--- config.mk ---
export PLATFORM = sky130hd
export DESIGN_NAME = buck_sequencing_protection_ctrl
export DESIGN_NICKNAME = d
export VERILOG_FILES = /design/src/shared/buck_seq_pkg.sv /design/src/hdl/buck_sequencing_protection_ctrl.sv
export SDC_FILE = /design/constraint.sdc
export NUM_CORES = 1
export LEC_CHECK = 0
export ABC_AREA = 1
export BUFFER_PORTS_ARGS = -buffer_cell sky130_fd_sc_hd__buf_2
export CORE_ASPECT_RATIO = 1.2
export CORE_MARGIN = 3
export CORE_UTILIZATION = 30
export DETAILED_ROUTE_END_ITERATION = 16
export GPL_TIMING_DRIVEN = 0
export PLACE_DENSITY = 0.47
export SYNTH_ARGS = -nofsm -noshare
export SYNTH_HDL_FRONTEND = slang
export SYNTH_SLANG_ARGS = --single-unit
--- constraint.sdc ---
create_clock -name sys_clk -period 10.1 [get_ports sys_clk]
set_clock_uncertainty 0.2 [all_clocks]
set_input_delay 0.505 -clock sys_clk [delete_from_list [all_inputs] [get_ports sys_clk]]
set_output_delay 0.505 -clock sys_clk [all_outputs]
set_load 0.01 [all_outputs]
--- src/shared/buck_seq_pkg.sv ---
// Shared constants and types for the buck sequencing and protection controller.
package buck_seq_pkg;

   // Clock period of sys_clk in nanoseconds.
   localparam int CLK_PERIOD_NS = 10;

   // Reference code: 1 V target on the feedback node maps to full scale.
   localparam int REF_W = 12;
   localparam logic [11:0] REF_ZERO = 12'h000;
   localparam logic [11:0] REF_FULL = 12'hFFF;
   // One percent of full scale, added above the present output in recovery.
   localparam logic [11:0] REF_ONE_PCT = 12'h029;

   // Hop band of plus or minus two percent, in period trim steps.
   localparam int HOP_W = 4;
   localparam logic [3:0] HOP_CENTRE = 4'h8;
   localparam logic [3:0] HOP_MAX_STEP = 4'h1;
   // Sequence length 2^23-1 cycles: above 3 s at 2.2 MHz, so below 1.5 Hz.
   localparam int LFSR_W = 23;
   localparam logic [22:0] LFSR_SEED = 23'h000001;
   localparam int LFSR_TAP_A = 22;
   localparam int LFSR_TAP_B = 17;

   // Hiccup needs this many consecutive qualifying switching cycles.
   localparam int HICCUP_CYCLES = 128;
   localparam int HICCUP_CNT_W = 8;
   // External sync must be valid for this many cycles before lock.
   localparam int SYNC_CYCLES = 2048;
   localparam int SYNC_CNT_W = 12;

   // Soft-start time, second soft-start limit and hiccup wait, in ns.
   localparam int SS_TIME_NS = 3_500_000;
   localparam int SS2_TIME_NS = 10_000_000;
   localparam int HICCUP_WAIT_NS = 50_000_000;
   localparam int SS_CYCLES = SS_TIME_NS / CLK_PERIOD_NS;
   localparam int SS2_CYCLES = SS2_TIME_NS / CLK_PERIOD_NS;
   localparam int HICCUP_WAIT_CYCLES = HICCUP_WAIT_NS / CLK_PERIOD_NS;
   localparam int TIMER_W = 24;

   // High-side blanking after turn-on, in ns, and as cycles rounded up.
   localparam int BLANK_NS = 50;
   localparam int BLANK_CYCLES = (BLANK_NS + CLK_PERIOD_NS - 1) / CLK_PERIOD_NS;
   localparam int BLANK_W = 4;

   typedef enum logic [2:0] {
      ST_OFF,
      ST_SOFT_START,
      ST_RUN,
      ST_RECOVER,
      ST_HICCUP,
      ST_THERMAL
   } seq_type;

   typedef enum logic [1:0] {
      PH_IDLE,
      PH_BOOT,
      PH_HIGH,
      PH_LOW
   } phase_type;

endpackage

--- src/hdl/buck_sequencing_protection_ctrl.sv ---
// Sequencing, spread spectrum and protection logic of a buck converter.

// Function
// - Low bootstrap voltage: recharge via low side before any high-side turn-on.
// - Spread spectrum hops every cycle within plus/minus two percent, small steps.
// - Hop sequence repeats slower than 1.5 Hz.
// - Spread spectrum off in dropout, auto light load, min on-time, external sync.
// - Forced PWM keeps spread spectrum active even at zero load.
// - Soft start on lockout release, enable, hiccup wait end, thermal recovery.
// - Reference ramps so output reaches ninety percent after soft-start time.
// - Soft-start entry forces auto mode with diode emulation.
// - No forced PWM or hiccup in soft start until regulation or window limit.
// - Output sag starts recovery with reference one percent above output.
// - Recovery allows hiccup below 0.4 set point; dropout regulation inhibits it.
// - Recovery allows forced PWM so output can be pulled down.
// - Recovery ramp rises at the soft-start rate.
// - Loop holds feedback node at the one-volt reference.
// - After blanking, high-side current compared to lower of two limits.
// - Effective high-side limit falls with duty above thirty-five percent.
// - Low-side overcurrent at cycle end extends cycle until current drops.
// - After extension, high side waits for the next cycle start.
// - Hiccup after 128 consecutive cycles of all three entry conditions.
// - Hiccup stops switching, waits, then restarts soft start.
// - Overtemperature turns both switches off until cool, then soft start.
// - Thermal shutdown keeps supply regulator on at reduced current limit.
// - External sync valid 2048 cycles switches clock and ends spreading.
module buck_sequencing_protection_ctrl #(
   parameter int SS_COUNT = buck_seq_pkg::SS_CYCLES,
   parameter int SS2_COUNT = buck_seq_pkg::SS2_CYCLES,
   parameter int HICCUP_WAIT_COUNT = buck_seq_pkg::HICCUP_WAIT_CYCLES,
   parameter int SYNC_COUNT = buck_seq_pkg::SYNC_CYCLES,
   parameter bit SPREAD_OPTION = 1'b1,
   parameter bit FORCED_PWM_MODE_OPTION = 1'b1
) (
   // Clock, reset and clock enable.
   input wire logic sys_clk,
   input wire logic rstn,
   input wire logic clk_en,
   // Enables and supply state.
   input wire logic enable_in,
   input wire logic undervoltage_lockout,
   // Oscillator and loop timing.
   input wire logic cycle_start,
   input wire logic pwm_off_cmd,
   input wire logic sync_valid,
   input wire logic min_on_time_slow,
   input wire logic min_off_dropout,
   input wire logic light_load,
   // Comparators and output level.
   input wire logic boot_below_undervoltage_lockout,
   input wire logic vout_in_reg,
   input wire logic vout_sag,
   input wire logic vout_below_40pct,
   input wire logic [11:0] vout_level,
   input wire logic hs_over_fixed,
   input wire logic hs_over_loop,
   input wire logic ls_over_limit,
   input wire logic temp_trip,
   input wire logic temp_cool,
   // Switch drives and mode outputs.
   output logic high_side_switch,
   output logic low_side_switch,
   output logic diode_emulation,
   output logic forced_pwm_mode,
   output logic hiccup_enabled,
   output logic [11:0] reference,
   output logic [3:0] hop_trim,
   output logic spread_active,
   output logic sync_locked,
   output logic ldo_reduced_limit,
   output logic soft_start_busy
);

   typedef struct packed {
      logic [15:0] cmp;
      logic [11:0] vlevel;
      buck_seq_pkg::seq_type st;
      buck_seq_pkg::phase_type ph;
      logic en_prev;
      logic undervoltage_lockout_prev;
      logic [23:0] ss_tmr;
      logic [23:0] wait_tmr;
      logic ss2_done;
      logic [11:0] ref_v;
      logic [7:0] hic_cnt;
      logic [22:0] lfsr;
      logic [3:0] hop;
      logic [11:0] sync_cnt;
      logic locked;
      logic [3:0] blank;
      logic hs_since_cycle;
      logic ls_ext;
      logic hs;
      logic ls;
   } state_type;

   state_type q, d;

   // Clocks per reference tick; the ramp reaches 90 percent by SS_COUNT.
   localparam int REF_SPAN = int'(buck_seq_pkg::REF_FULL);
   localparam int STEP_DIV = (SS_COUNT * 9) / (10 * REF_SPAN) > 0 ?
      (SS_COUNT * 9) / (10 * REF_SPAN) : 1;
   // Codes per tick: a short soft-start time needs more than one code per
   // clock, or the reference would still be low when the time is up.
   localparam int STEP_UP = (SS_COUNT * 9) / (10 * REF_SPAN) > 0 ? 1 :
      (REF_SPAN * 9 + 10 * SS_COUNT - 1) / (10 * SS_COUNT);

   // Next reference on a ramp tick, held at full scale.
   function automatic logic [11:0] ramp_step(input logic [11:0] r);
      logic [12:0] s;
      s = {1'b0, r} + 13'(STEP_UP);
      if (s > {1'b0, buck_seq_pkg::REF_FULL}) begin
         s = {1'b0, buck_seq_pkg::REF_FULL};
      end
      return s[11:0];
   endfunction

   logic [15:0] c;
   logic ramp_tick;
   logic hic_cond;
   logic hop_ok;

   assign c = q.cmp;
   // Order: sag,below40,inreg,hs_fix,hs_loop,ls,trip,cool,boot,sync,...
   assign ramp_tick = (q.ss_tmr % 24'(STEP_DIV)) == 24'h000000;
   assign hic_cond = c[1] && q.ss2_done && !c[11];
   assign hop_ok = SPREAD_OPTION && !q.locked && !c[11] && !c[10]
      && !(c[12] && !forced_pwm_mode);

   always_comb begin
      d = q;
      // Comparator and mode inputs taken into flops first, used one cycle later.
      d.cmp = {2'b00, enable_in, light_load, min_off_dropout,
         min_on_time_slow, sync_valid, boot_below_undervoltage_lockout, temp_cool, temp_trip,
         ls_over_limit, hs_over_loop, hs_over_fixed, vout_in_reg,
         vout_below_40pct, vout_sag};
      d.cmp = {c[15:14], d.cmp[13:0]};
      d.cmp = {2'b00, d.cmp[13:0]};
      d.cmp[13] = enable_in;
      d.cmp[12] = light_load;
      d.cmp[11] = min_off_dropout;
      d.cmp[10] = min_on_time_slow;
      d.cmp[9] = sync_valid;
      d.cmp[8] = boot_below_undervoltage_lockout;
      d.cmp[7] = temp_cool;
      d.cmp[6] = temp_trip;
      d.cmp[5] = ls_over_limit;
      d.cmp[4] = hs_over_loop;
      d.cmp[3] = hs_over_fixed;
      d.cmp[2] = vout_in_reg;
      d.cmp[1] = vout_below_40pct;
      d.cmp[0] = vout_sag;
      d.vlevel = vout_level;
      d.en_prev = c[13];
      d.undervoltage_lockout_prev = undervoltage_lockout;

      // External sync qualification.
      if (!c[9]) begin
         d.sync_cnt = 12'h000;
         d.locked = 1'b0;
      end else if (cycle_start && !q.locked) begin
         if (q.sync_cnt == 12'(SYNC_COUNT - 1)) begin
            d.locked = 1'b1;
         end else begin
            d.sync_cnt = q.sync_cnt + 12'h001;
         end
      end

      // Spread spectrum: LFSR steps each cycle, trim moves one step at most, or straight back to centre when spreading is off.
      if (cycle_start) begin
         d.lfsr = {q.lfsr[21:0], q.lfsr[buck_seq_pkg::LFSR_TAP_A]
            ^ q.lfsr[buck_seq_pkg::LFSR_TAP_B]};
         if (!hop_ok) begin
            d.hop = buck_seq_pkg::HOP_CENTRE;
         end else if (q.lfsr[0] && q.hop != 4'hF) begin
            d.hop = q.hop + buck_seq_pkg::HOP_MAX_STEP;
         end else if (!q.lfsr[0] && q.hop != 4'h0) begin
            d.hop = q.hop - buck_seq_pkg::HOP_MAX_STEP;
         end
      end

      // Sequencer timers.
      if (q.ss_tmr != 24'hFFFFFF) begin
         d.ss_tmr = q.ss_tmr + 24'h000001;
      end
      if (q.ss_tmr >= 24'(SS2_COUNT) || c[2]) begin
         d.ss2_done = 1'b1;
      end

      // Hiccup counter per switching cycle.
      if (cycle_start) begin
         if (!hic_cond || !hiccup_enabled) begin
            d.hic_cnt = 8'h00;
         end else if (q.hic_cnt != 8'hFF) begin
            d.hic_cnt = q.hic_cnt + 8'h01;
         end
      end

      unique case (q.st)
         buck_seq_pkg::ST_OFF: begin
            d.ref_v = buck_seq_pkg::REF_ZERO;
            if (c[13] && !undervoltage_lockout) begin
               d.st = buck_seq_pkg::ST_SOFT_START;
               d.ss_tmr = 24'h000000;
               d.ss2_done = 1'b0;
               d.ref_v = d.vlevel; // Start from present output.
            end
         end
         buck_seq_pkg::ST_SOFT_START, buck_seq_pkg::ST_RUN,
         buck_seq_pkg::ST_RECOVER: begin
            if (q.st != buck_seq_pkg::ST_RUN && ramp_tick) begin
               d.ref_v = ramp_step(q.ref_v);
            end
            if (q.st == buck_seq_pkg::ST_SOFT_START && q.ss2_done) begin
               d.st = buck_seq_pkg::ST_RUN;
            end
            if (q.st == buck_seq_pkg::ST_RUN && c[0] && !c[11]) begin
               d.st = buck_seq_pkg::ST_RECOVER;
               d.ref_v = q.vlevel + buck_seq_pkg::REF_ONE_PCT;
               // A saturated tick timer would stall the recovery ramp.
               d.ss_tmr = 24'h000000;
            end
            if (q.st == buck_seq_pkg::ST_RECOVER
               && q.ref_v == buck_seq_pkg::REF_FULL) begin
               d.st = buck_seq_pkg::ST_RUN;
            end
            if (cycle_start && q.hic_cnt == 8'(buck_seq_pkg::HICCUP_CYCLES - 1)
               && hic_cond && hiccup_enabled) begin
               d.st = buck_seq_pkg::ST_HICCUP;
               d.wait_tmr = 24'h000000;
               d.hic_cnt = 8'h00;
            end
            if (!c[13] || undervoltage_lockout) begin
               d.st = buck_seq_pkg::ST_OFF;
            end
         end
         buck_seq_pkg::ST_HICCUP: begin
            d.wait_tmr = q.wait_tmr + 24'h000001;
            if (q.wait_tmr == 24'(HICCUP_WAIT_COUNT - 1)) begin
               d.st = buck_seq_pkg::ST_SOFT_START;
               d.ss_tmr = 24'h000000;
               d.ss2_done = 1'b0;
               d.ref_v = q.vlevel;
            end
         end
         buck_seq_pkg::ST_THERMAL: begin
            if (c[7]) begin
               d.st = buck_seq_pkg::ST_SOFT_START;
               d.ss_tmr = 24'h000000;
               d.ss2_done = 1'b0;
               d.ref_v = q.vlevel;
            end
         end
      endcase
      if (c[6]) begin
         d.st = buck_seq_pkg::ST_THERMAL;
      end

      // Switch phase machine.
      if (q.blank != 4'h0) begin
         d.blank = q.blank - 4'h1;
      end
      if (cycle_start) begin
         d.hs_since_cycle = 1'b0;
      end
      unique case (q.ph)
         buck_seq_pkg::PH_IDLE: begin
            if (cycle_start) begin
               d.ph = c[8] ? buck_seq_pkg::PH_BOOT
                  : buck_seq_pkg::PH_HIGH;
            end
         end
         buck_seq_pkg::PH_BOOT: begin
            if (!c[8]) begin
               d.ph = buck_seq_pkg::PH_HIGH;
            end
         end
         buck_seq_pkg::PH_HIGH: begin
            if (q.blank == 4'h0 && (c[3] || c[4] || pwm_off_cmd)) begin
               d.ph = buck_seq_pkg::PH_LOW;
            end
         end
         buck_seq_pkg::PH_LOW: begin
            if (cycle_start && c[5]) begin
               d.ls_ext = 1'b1;
            end
            if (q.ls_ext && !c[5]) begin
               d.ls_ext = 1'b0;
               d.ph = buck_seq_pkg::PH_IDLE;
            end else if (cycle_start && !c[5] && !q.ls_ext) begin
               d.ph = c[8] ? buck_seq_pkg::PH_BOOT
                  : buck_seq_pkg::PH_HIGH;
            end
         end
      endcase
      if (d.ph == buck_seq_pkg::PH_HIGH && q.ph != buck_seq_pkg::PH_HIGH) begin
         d.blank = 4'(buck_seq_pkg::BLANK_CYCLES);
      end
      if (q.st == buck_seq_pkg::ST_OFF || q.st == buck_seq_pkg::ST_HICCUP
         || q.st == buck_seq_pkg::ST_THERMAL || c[6]) begin
         d.ph = buck_seq_pkg::PH_IDLE;
         d.ls_ext = 1'b0;
      end
      d.hs = d.ph == buck_seq_pkg::PH_HIGH;
      d.ls = d.ph == buck_seq_pkg::PH_LOW || d.ph == buck_seq_pkg::PH_BOOT;
   end

   always_ff @(posedge sys_clk or negedge rstn) begin
      if (!rstn) begin
         q <= '{cmp: 16'h0000, vlevel: 12'h000,
            st: buck_seq_pkg::ST_OFF, ph: buck_seq_pkg::PH_IDLE,
            en_prev: 1'b0, undervoltage_lockout_prev: 1'b0, ss_tmr: 24'h000000,
            wait_tmr: 24'h000000, ss2_done: 1'b0, ref_v: 12'h000,
            hic_cnt: 8'h00, lfsr: buck_seq_pkg::LFSR_SEED,
            hop: buck_seq_pkg::HOP_CENTRE, sync_cnt: 12'h000,
            locked: 1'b0, blank: 4'h0, hs_since_cycle: 1'b0,
            ls_ext: 1'b0, hs: 1'b0, ls: 1'b0};
      end else if (clk_en) begin
         q <= d;
      end
   end

   assign high_side_switch = q.hs;
   assign low_side_switch = q.ls;
   assign soft_start_busy = q.st == buck_seq_pkg::ST_SOFT_START;
   // Soft start forces auto mode; recovery and run allow forced PWM.
   // Sync lock forces it as well, but never inside soft start.
   assign forced_pwm_mode = (FORCED_PWM_MODE_OPTION || q.locked)
      && !soft_start_busy;
   assign diode_emulation = !forced_pwm_mode;
   // Hiccup off in soft start until regulation or the window limit.
   assign hiccup_enabled = q.ss2_done && !soft_start_busy;
   assign reference = q.ref_v;
   assign hop_trim = q.hop;
   assign spread_active = hop_ok;
   assign sync_locked = q.locked;
   assign ldo_reduced_limit = q.st == buck_seq_pkg::ST_THERMAL;

endmodule

# --- Word level (Yosys, flattened, before mapping) ---
# Index checks and enable logic that the tools add are counted.
word_totals:
  ff_bits: 147
  latchBits: 0
  ram_bits: 0
  mem_bits_ro: 0
  out_inout_bits: 25
  word_cells: 182
  n_memories: 0
op_classes:
  n_addsub: 9
  multipliers: 0
  div_mod_pow: 1
  order_cmp: 2
  eq_ne: 33
  n_shift: 0
  n_mux: 53
  n_bitwise: 1
  reduce_logical: 66
ops:
  columns: ["op", "count"]
  rows:
  - ["24-bit 2-to-1 mux", 6]
  - ["24-bit case mux with 4 select lines", 1]
  - ["13-bit 2-to-1 mux", 5]
  - ["24-bit by 1-bit adder with 24-bit output, second input constant", 2]
  - ["12-bit 2-to-1 mux", 4]
  - ["12-bit case mux with 4 select lines", 1]
  - ["24-bit case mux with 2 select lines", 1]
  - ["8-bit 2-to-1 mux", 5]
  - ["3-bit 2-to-1 mux", 9]
  - ["1-bit logical AND", 25]
  - ["24-bit by 23-bit equality test with 1-bit output, second input constant", 1]
  - ["24-bit by 20-bit >= comparator with 1-bit output, second input constant", 1]
  - ["24-bit zero test", 1]
  - ["24-bit by 7-bit modulo with 24-bit output, second input constant", 1]
  - ["24-bit != test, second input constant", 1]
  - ["4-bit 2-to-1 mux", 5]
  - ["3-bit AND reduction", 5]
  - ["2-bit 2-to-1 mux", 7]
  - ["12-bit by 1-bit adder with 13-bit output, second input constant", 1]
  - ["13-bit by 12-bit > comparator with 1-bit output, second input constant", 1]
  - ["12-bit by 1-bit adder with 12-bit output, second input constant", 1]
  - ["12-bit by 6-bit adder with 12-bit output, second input constant", 1]
  - ["12-bit by 11-bit equality test with 1-bit output, second input constant", 1]
  - ["12-bit equality test, second input constant", 1]
  - ["other kinds (34)", 78]

# --- Depth between registers and ports, before layout ---
# Gate-level depths: netlist of run 1.
depth:
  depth_word: 10
  depth_mapped: 111

# --- Worst setup path after synthesis of run 1 ---
# OpenSTA, ideal clock, no wires.
synth_timing:
  path_type: "register to register"
  start: "register q[114] (netlist bit)"
  end: "register q, in the netlist reference[9]"
  arrival_ps: 8539
  path_slack_ps: 1244
  stages_incl_launch_ff: 100
  path_buffers: 1
  period_less_slack_ps: 8856
  path_cell_list: "dfrtp_1 -> nor2_2 -> nand2_2 -> nand2_2 -> nand2_1 -> nand2_2 -> nand3_2 -> nand2_4 -> nand2_4 -> nand2_1 -> nand2_1 -> inv_2 -> nand3_2 -> nand2_4 -> nand2_4 -> nand2_1 -> nand2_1 -> nor2_2 -> [... 64 more ...] -> nor2_4 -> nand3_1 -> nand2_2 -> nor2_2 -> nand2_4 -> nand2_4 -> nand2_1 -> nand2_2 -> inv_2 -> nand2_1 -> inv_1 -> nor2_1 -> nand2_1 -> nand2_2 -> nand2_2 -> buf_6 -> nand2_1 -> nand2_1"
synth_between:
  elab_chain_cells: 5
synth_rtl:
  columns: ["element", "line_no", "text"]
  rows:
  - ["start: declaration", "buck_sequencing_protection_ctrl.sv:97", "state_type q, d;"]
  - ["start signal: assignment", "buck_sequencing_protection_ctrl.sv:310", "q <= '{cmp: 16'h0000, vlevel: 12'h000,"]
  - ["24-bit by 7-bit modulo with 24-bit output", "buck_sequencing_protection_ctrl.sv:125", "assign ramp_tick = (q.ss_tmr % 24'(STEP_DIV)) == 24'h000000;"]
  - ["24-bit zero test", "buck_sequencing_protection_ctrl.sv:125", null]
  - ["1-bit logical AND", "buck_sequencing_protection_ctrl.sv:211", "if (q.st != buck_seq_pkg::ST_RUN && ramp_tick) begin"]
  - ["3-bit != test (no source line)", null, null]
  - ["4-bit AND reduction (no source line)", null, null]
# No other way between the ends.
# A chain may end at the register's enable or synchronous reset.

# --- Worst setup path in the final report of run 1 ---
layout_timing:
  start: "register q[114] (netlist bit)"
  end: "register q, in the netlist reference[2]"
# Same word-level chain as after synthesis.

==> impl_metrics.tcl, run 1 <==
set metrics [dict create \
    yosysWarnings 0 \
    num_rows 75 \
    cp.arrival_ns 10.18 \
    drt_first_iter_violations 472 \
    coreArea_sq_um 35380 \
    io-pin-count 57 \
    ir_worst_vdd_v 0.0001296 \
    p_per_area_nw_per_um2 143.0 \
    nets 1737 \
    port_buffers 56 \
    synth-main-ff-cell "dfrtp_1" \
    drt_wl_total_mm 28.80 \
    critPathLaunchType "flop" \
    critPathMaxStageDelay_ns 0.42 \
    clock_path_buffers 2 \
    tritoncts "built" \
    crit_fanout 7 \
    end_kind "flop" \
    p_clk_share_pct 31.8 \
    layout-drive-gt1-share_pct 26.03 \
    firstDrtPassIters 5 \
    drv_slew 0 \
    antenna_found_initial 4 \
    setup_violations 0 \
    async_flop_share_pct 100.0 \
    hold_viol 0 \
    drv_cap 0 \
    critPathSlowestCell "dfrtp_1" \
    crit_top_cell "nand2_4" \
    clock_sinks 146 \
    gr-total-overflow 0 \
    clk_latency_ns 0.43 \
    synth_top_cell_by_area "dfrtp_1" \
    min_path_type "input pin to flop" \
    netlist_instances 1558 \
    min_period_over_period_pct 99.56 \
    grt_pass1_wl_mm 47.28 \
    pre_cts_slack_ns -0.1400 \
    syn_to_final_growth_pct 26.36 \
    grt_pass1_vias 9846 \
    fillCellCount 3654 \
    syn_nets 1602 \
    outcome "finished clean" \
    synth_edf_count 0 \
    gp_congestion 0.7935 \
    rsz0062_at_grt "true" \
    clockRootBuffer "clkbuf_16" \
    dieWidth_microns 180.1 \
    place_hpwl_mm 21.33 \
    tns_ns 0 \
    wl_per_cell_microns 13.29 \
    netSwitchingPower_uw 730.6 \
    tightest_slew_ns 1.229 \
    grtUsageTotal_pct 14.39 \
    pwr-share-seq_pct 36.9 \
    n_antenna_cell 0 \
    initial_core_util_pct 30.84 \
    avgSynthCellArea_sq_um 7.003 \
    layout_min_cycle_time_ns 10.06 \
    yosysTopAreaCellShare_pct 33.03 \
    critical_path_class "flop to flop" \
    relSlewSlack_pct 17.41 \
    htree_levels 4 \
    route.detailed.drc 0 \
    drt-vias-per-instance 4.711 \
    worst_slack_ns 0.04429 \
    synth-seq-cells 146 \
    clkSlewWorstSetupHoldPaths_ns 0.07 \
    critPathRequiredTime_ns 10.22 \
    switching_share_pct 37.06 \
    dieArea_sq_um 38700 \
    cts_inserted_buffers 17 \
    syn_area_sq_um 10910 \
    place_area_sq_um 11810 \
    final_area_sq_um 13790 \
    drtAntennaViolNets 0 \
    grt_max_degree 91 \
    p_leak_uw 0.007323 \
    pwr-share-comb_pct 31.3 \
    synthTopCellsByArea "dfrtp_1, nand2_1, inv_1" \
    die_h_microns 214.9 \
    p_int_uw 1241 \
    vias 10210 \
    yosysSeqAreaShare_pct 33.51 \
    max_freq_ghz 0.09945 \
    yosysUniqueCellTypes 64 \
]
## cells in the mapped netlist, drive strengths merged, types with 3 or more instances
master  instances
nand4          22
o221ai         10
nand2         523
nor3           33
dfrtp         144
nand3b          6
nand3         154
a31oi          10
xor2           34
ha             11
a22oi           4
o211ai          9
o22ai          16
xnor2          13
o21a            5
o21ai          84
nor3b           3
o31ai           3
or2             3
a21oi          51
clkinv          7
nor2          116
o32ai           5
a211oi          5
inv           206
clkbuf         18
and3            3
buf            28
nor4           11
## power groups by stage
stage                     clock [uW]  combinational, uW  sequential, uW
after global routing             671                699             737
after global placement             0                581             735
final                            627                617             727
after floorplan                    0                418             718
after detailed placement           0                584             736
after CTS                        647                590             726
## flip-flops by register name, summed over array words and instances (netlist names)
name	count
reference	12
high_side_switch	1
c	14
sync_locked	1
hop_trim	4
low_side_switch	1
q	113
## final timing paths
kind | start | end | slack [ns] | depth (start not counted)
worst min-delay path | sync_valid | c[9] | 0.08 | 3
worst max-delay path | q[114] | reference[2] | 0.04 | 93
worst max register to register | q[114] | reference[2] | 0.04 | 93
worst min register to register | q[46] | q[47] | 0.27 | 2
max in group asynchronous | rstn | q[25] | 8.51 | 3
min in group asynchronous | rstn | q[81] | 0.38 | 2
## critical path, delay by kind of cell, from the launching register on
family | cells | cell delay [ns]
buf+inv | 6 | 0.71
compound gates | 2 | 0.52
simple gates | 83 | 7.63
flops | 1 | 0.42
xor+xnor | 2 | 0.41
## layer usage
layer  global-route usage (%)  up-vias  wire length (microns)
li1                         -     5356                      -
met1                    17.57     4729                  13020
met2                    26.37       92                  14680
met3                    2.655       29                    759
met4                    3.097        8                    299
met5                        0        -                     44
## kinds of logic after synthesis
family                   share of synthesized area (%)
buffers and inverters                            9.794
XOR/XNOR                                         4.151
AND/OR/NAND/NOR                                  38.78
adder cells (fa/ha/maj)                          1.445
multiplexers                                    0.1032
flip-flops                                       33.51
AO/OA/AOI/OAI                                    12.21
## what timing repair did
| item | in CTS | in global routing |
|---|---|---|
| hold buffers | 1 | 0 |
| hold endpoints to repair | 56 | 0 |
| pin swaps | 14 | 67 |
| resized for setup | 25 | 192 |
| endpoints found under the setup margin | 12 | 12 |
| gates cloned | 0 | 1 |
| buffers inserted | 13 | 43 |
## final cells by class
cell class / instances / area (sq um) / area share [%]
inverter: 213 / 809.5 / 5.872
timing repair buffer: 116 / 807.0 / 5.854
clock buffer: 17 / 425.4 / 3.086
multi-input combinational: 1153 / 7083 / 51.37
tap: 462 / 578.1 / 4.193
clock inverter: 15 / 150.1 / 1.089
buffer: 46 / 275.3 / 1.997
sequential: 146 / 3659 / 26.54
## per-stage QoR
step                      cells  util (%)  total power (uW)  hold WS (ns)
after floorplan            1558         -              1136      0.009409
after global placement     2076     33.27              1316        0.2489
after detailed placement   2077     33.37              1320        0.2520
after CTS                  2123     35.57              1962       0.06509
after global routing       2168     38.97              2107       0.07482
final                      2168     38.97              1972       0.08090
## placed cells by master, fill, tap and decap left out, types with 14 or more instances in the layout
cell type and instances:
clkbuf_1 18, buf_2 56, nand3_4 19, nand3_2 24, buf_4 75, nand2_2 65
nor2_4 14, inv_2 25, o21ai_0 71, nand3_1 111, clkbuf_16 18, inv_1 177
o22ai_1 16, nand4_1 22, xor2_1 30, a21oi_1 47, dfrtp_1 142, nand2_1 368
nor3_1 33, nor2_1 96, nand2_4 81
(Power assumes the default switching activity.)
==> run 2, diff against run 1 <==
- GPL_TIMING_DRIVEN: 0 -> default
==> run 2 against run 1 <==
Via count decreased by 1.5%. Cell count decreased by 2.6%. First-iteration DRC count increased by 19%.
==> impl_metrics.tcl, run 2 (synthesis results as in run 1) <==
set metrics [dict create \
    clock_sinks 146 \
    syn_to_final_growth_pct 21.59 \
    crit_top_cell "nand2_4" \
    num_rows 75 \
    critPathLaunchType "flop" \
    critPathMaxStageDelay_ns 0.44 \
    layout_commonest_cell "nand2_1" \
    relSlewSlack_pct 28.44 \
    pre_cts_slack_ns -0.06686 \
    end_kind "flop" \
    ir_worst_vdd_v 0.0001190 \
    clkSlewWorstSetupHoldPaths_ns 0.06 \
    p_per_area_nw_per_um2 147.7 \
    max_freq_ghz 0.09914 \
    wl_per_cell_microns 13.33 \
    tightest_slew_ns 1.069 \
    die_h_microns 214.9 \
    antenna_found_initial 0 \
    critical_path_class "flop to flop" \
    coreArea_sq_um 35380 \
    layout_min_cycle_time_ns 10.09 \
    min_from "sync_valid" \
    gr-total-overflow 0 \
    hold_viol 0 \
    port_buffers 56 \
    setup_violations 0 \
    reg2reg_from "q[114]" \
    place_hpwl_mm 20.31 \
    drt-vias-per-instance 4.764 \
    ff2ff_setup_slack_ns 0.01 \
    grt_pass1_wl_mm 47.10 \
    route.detailed.drc 0 \
    grtUsageTotal_pct 14.23 \
    dieArea_sq_um 38700 \
    rsz0062_at_grt "true" \
    clockRootBuffer "clkbuf_16" \
    critPathRequiredTime_ns 10.26 \
    fillCellCount 3669 \
    n_antenna_cell 0 \
    r2r_cells 94 \
    clock_path_buffers 2 \
    min_period_over_period_pct 99.87 \
    outcome "finished clean" \
    nets 1680 \
    tns_ns 0 \
    drt_first_iter_violations 564 \
    critPathBufInv 7 \
    placed_cells_incl_taps 2039 \
    clk_latency_ns 0.42 \
    io-pin-count 57 \
    largest_reg_flops 113 \
    dieWidth_microns 180.1 \
    initial_core_util_pct 30.84 \
    regMostFlops "q" \
    instances_no_fill 2111 \
    whs_path_depth 3 \
    drtAntennaViolNets 0 \
    cp.arrival_ns 10.24 \
    drv_slew 0 \
    drv_cap 0 \
    grt_pass1_vias 9774 \
    grt_max_degree 75 \
    vias 10060 \
    mostFrequentLayoutCells "nand2_1, inv_1, dfrtp_1" \
    critPathSlowestCell "dfrtp_2" \
    drt_wl_total_mm 28.14 \
    gp_congestion 0.8161 \
    tritoncts "built" \
    layout-drive-gt1-share_pct 24.32 \
    crit_fanout 7 \
    hold_path_end "c[9]" \
    final_core_util_pct 37.50 \
    htree_levels 4 \
    crit_family "simple AND/OR/NAND/NOR gates" \
    cts_inserted_buffers 17 \
    min_path_type "input pin to flop" \
    regToRegEndpoint "reference[8]" \
    p_leak_uw 0.006953 \
    firstDrtPassIters 5 \
    worst_slack_ns 0.01300 \
]
run 2: layer usage:
layer	share of wire (%)	vias to the layer above	GRT usage, %
li1	-	5237	-
met5	0	-	0
met1	47	4679	18.73
met2	50	115	24.50
met3	2.5	26	2.199
met4	1.3	0	3.635
run 2: power breakdown:
| group | internal (uW) | leakage [uW] | total [uW] | switching, uW |
|---|---|---|---|---|
| Clock | 382 | 0.000275 | 631 | 249 |
| Combinational | 211 | 0.00480 | 599 | 388 |
| Sequential | 657 | 0.00187 | 729 | 72.5 |
run 2: what timing repair did:
action / CTS / global route
endpoints found under the hold margin: 72 / 0
setup buffers: 1 / 37
setup endpoints to repair: 12 / 12
pin swaps: 2 / 78
hold buffers: 1 / 0
gates cloned: 0 / 1
gates resized for setup: 9 / 186
run 2: worst min-delay path: stages:
cell and delay, ns:
buf_2 0.07, nand2_1 0.04, nand2_1 0.05
run 2: area by class of cell:
cell class	count	area (sq um)	area share, %
multi-input cells	1153	6972	52.55
flip-flops and latches	146	3661	27.60
inverters	213	804.5	6.064
repair buffers	105	668.1	5.036
well taps	462	578.1	4.357
clock buffers	23	478.0	3.603
clock inverters	9	105.1	0.7922
run 2: per-stage QoR:
| stage | total power, uW | instance area (sq um) | hold slack [ns] |
|---|---|---|---|
| 2_1_floorplan | 1136 | 10910 | 0.009409 |
| 3_3_place_gp | 1289 | 11570 | 0.2521 |
| 3_5_place_dp | 1291 | 11570 | 0.2510 |
| 4_1_cts | 1942 | 12210 | 0.05320 |
| 5_1_grt | 2098 | 13270 | 0.07965 |
| 6_report | 1959 | 13270 | 0.07600 |
run 2: worst max-delay path by stage:
stage	to	slack, ns	cells past startpoint	startpoint
2_1_floorplan	reference[9]	1.24	99	q[114]
3_3_place_gp	reference[11]	0.08	96	q[114]
3_5_place_dp	reference[6]	-0.07	100	q[114]
4_1_cts	reference[0]	0.006	95	q[113]
5_1_grt	reference[6]	-0.80	92	q[114]
6_report	reference[8]	0.01	94	q[114]
==> run 3, diff against run 2 <==
- CELL_PAD_IN_SITES_DETAIL_PLACEMENT: default -> 0
- CELL_PAD_IN_SITES_GLOBAL_PLACEMENT: default -> 2
- HOLD_SLACK_MARGIN: default -> 0.06
- PLACE_DENSITY: 0.47 -> 0.72
==> run 3 against run 2 <==
Combinational power is 3.8% higher. Wire length rose by 6.3%. Global-route usage rose by 0.79 points. Worst setup slack better by 0.070 ns. Sequential power hardly changed. Non-clock buffer count up 12. Register-to-register slack improved by 0.07 ns. Critical endpoint is now reference[9]. Clock power decreased by 2%. Via count up 1.9%. Cell count up 0.66%. Final area up 1.1%.
==> impl_metrics.tcl, run 3 (synthesis results as in run 1) <==
set metrics [dict create \
    ir_worst_vdd_v 0.0001040 \
    grt_max_degree 87 \
    num_rows 75 \
    cp.arrival_ns 10.17 \
    r2r_cells 93 \
    clock_sinks 146 \
    min_path_type "input pin to flop" \
    grt_pass1_wl_mm 49.34 \
    clock_path_buffers 2 \
    syn_to_final_growth_pct 22.92 \
    drv_cap 0 \
    p_leak_uw 0.006998 \
    io-pin-count 57 \
    dieArea_sq_um 38700 \
    critPathBufInv 4 \
    multiInputGateArea_sq_um 7043 \
    clockRootBuffer "clkbuf_16" \
    relSlewSlack_pct 25.55 \
    seq_area_sq_um 3660 \
    tritoncts "built" \
    drt_first_iter_violations 369 \
    layout-drive-gt1-share_pct 25.38 \
    min_period_over_period_pct 99.18 \
    wl_per_cell_microns 14.08 \
    pwr-share-comb_pct 31.5 \
    route.detailed.drc 0 \
    hold_viol 0 \
    crit_family "simple AND/OR/NAND/NOR gates" \
    initial_core_util_pct 30.84 \
    final_area_sq_um 13410 \
    end_kind "flop" \
    p_int_uw 1236 \
    cts_inserted_buffers 17 \
    drt-vias-per-instance 4.824 \
    drtAntennaViolNets 0 \
    netSwitchingPower_uw 737.7 \
    outcome "finished clean" \
    coreArea_sq_um 35380 \
    switching_share_pct 37.38 \
    gr-total-overflow 0 \
    vias 10250 \
    die_h_microns 214.9 \
    critPathRequiredTime_ns 10.26 \
    layout_commonest_cell "nand2_1" \
    drt_wl_total_mm 29.91 \
    p_per_area_nw_per_um2 147.1 \
    fillCellCount 3733 \
    critPathSlowestCell "dfrtp_2" \
    critPathLaunchType "flop" \
    antenna_found_initial 0 \
    largest_reg_flops 113 \
    clkSlewWorstSetupHoldPaths_ns 0.06 \
    crit_top_cell "nand2_4" \
    firstDrtPassIters 5 \
    drv_slew 0 \
    nets 1694 \
    critical_path_class "flop to flop" \
    min_from "hs_over_loop" \
    crit_fanout 8 \
    max_freq_ghz 0.09983 \
    n_antenna_cell 0 \
    dieWidth_microns 180.1 \
    setup_violations 0 \
    grtUsageTotal_pct 15.02 \
    hold_path_end "c[4]" \
    p_clk_share_pct 31.4 \
    mostFrequentLayoutCells "nand2_1, inv_1, dfrtp_1" \
    port_buffers 56 \
    grt_pass1_vias 10080 \
    ff2ff_setup_slack_ns 0.08 \
    place_hpwl_mm 21.09 \
    reg2reg_from "q[113]" \
    regToRegEndpoint "reference[9]" \
    htree_levels 4 \
    whs_path_depth 3 \
    rsz0062_at_grt "true" \
    tightest_slew_ns 1.113 \
    clk_latency_ns 0.43 \
    place_area_sq_um 11600 \
    layout_min_cycle_time_ns 10.02 \
    gp_congestion 0.7876 \
    final_core_util_pct 37.91 \
    critPathMaxStageDelay_ns 0.43 \
    pwr-share-seq_pct 37.0 \
    regMostFlops "q" \
]
run 3: cell count changes in the layout (fill, tap and decap cells not counted), sizes merged:
cell,previous run,this run
buf,104,115
bufinv,2,1
clkbuf,23,24
clkinv,10,12
clkinvlp,4,1
dlygate4sd3,1,2
inv,206,207
nand2,523,524
nand3,154,155
run 3: metal layers:
layer / vias up / wire length, microns / global-route usage, %
li1: 5274 / - / -
met5: - / 0 / 0
met1: 4841 / 13260 / 18.73
met2: 106 / 15550 / 27.02
met3: 30 / 600 / 2.063
met4: 0 / 508 / 4.377
run 3: worst max path at each step:
stage                start            end  slack [ns]  cells past startpoint
finish              q[113]   reference[9]        0.08                     93
detailed placement  q[113]  reference[10]        -0.1                     99
global placement    q[113]   reference[9]       -0.09                     93
CTS                 q[112]   reference[8]        0.01                     96
floorplan           q[114]   reference[9]        1.24                     99
global route        q[113]   reference[9]       -0.75                     97
run 3: worst min-delay path, delay by kind of cell:
kind,cells,cell delay [ns]
buf+inv,1,0.08
simple gates,2,0.09
run 3: power groups by stage:
stage | clock network (uW) | logic, uW | registers [uW]
final | 621 | 622 | 731
after global routing | 663 | 709 | 743
after CTS | 642 | 570 | 731
after detailed placement | 0 | 560 | 741
after global placement | 0 | 563 | 740
after floorplan | 0 | 418 | 718
run 3: area by class of cell:
class	count	share of cell area, %
Clock inverter	8	0.5877
Clock buffer	24	3.592
Sequential cell	146	27.29
Inverter	213	6.036
Tap cell	462	4.310
Multi-Input combinational cell	1155	52.51
Timing Repair Buffer	117	5.672
run 3: what timing repair did:
action                                 4_1_cts  5_1_grt
setup endpoints to repair                   12       12
pin swaps                                    6       73
endpoints found under the hold margin       86        0
buffers inserted                             3       43
cloned                                       0        2
gates resized for setup                      9      196
hold buffers                                 2        0
run 3: through the flow:
step           hold slack, ns  setup slack [ns]  instances  power [uW]  setup TNS, ns
2_1_floorplan        0.009409             1.244       1558        1136              0
3_3_place_gp           0.2515          -0.08971       2043        1303        -0.8196
3_5_place_dp           0.2559          -0.09622       2043        1300        -0.9333
4_1_cts               0.07240           0.01183       2080        1943              0
5_1_grt               0.08171           -0.7499       2125        2114         -8.613
6_report              0.08548           0.08299       2125        1973              0
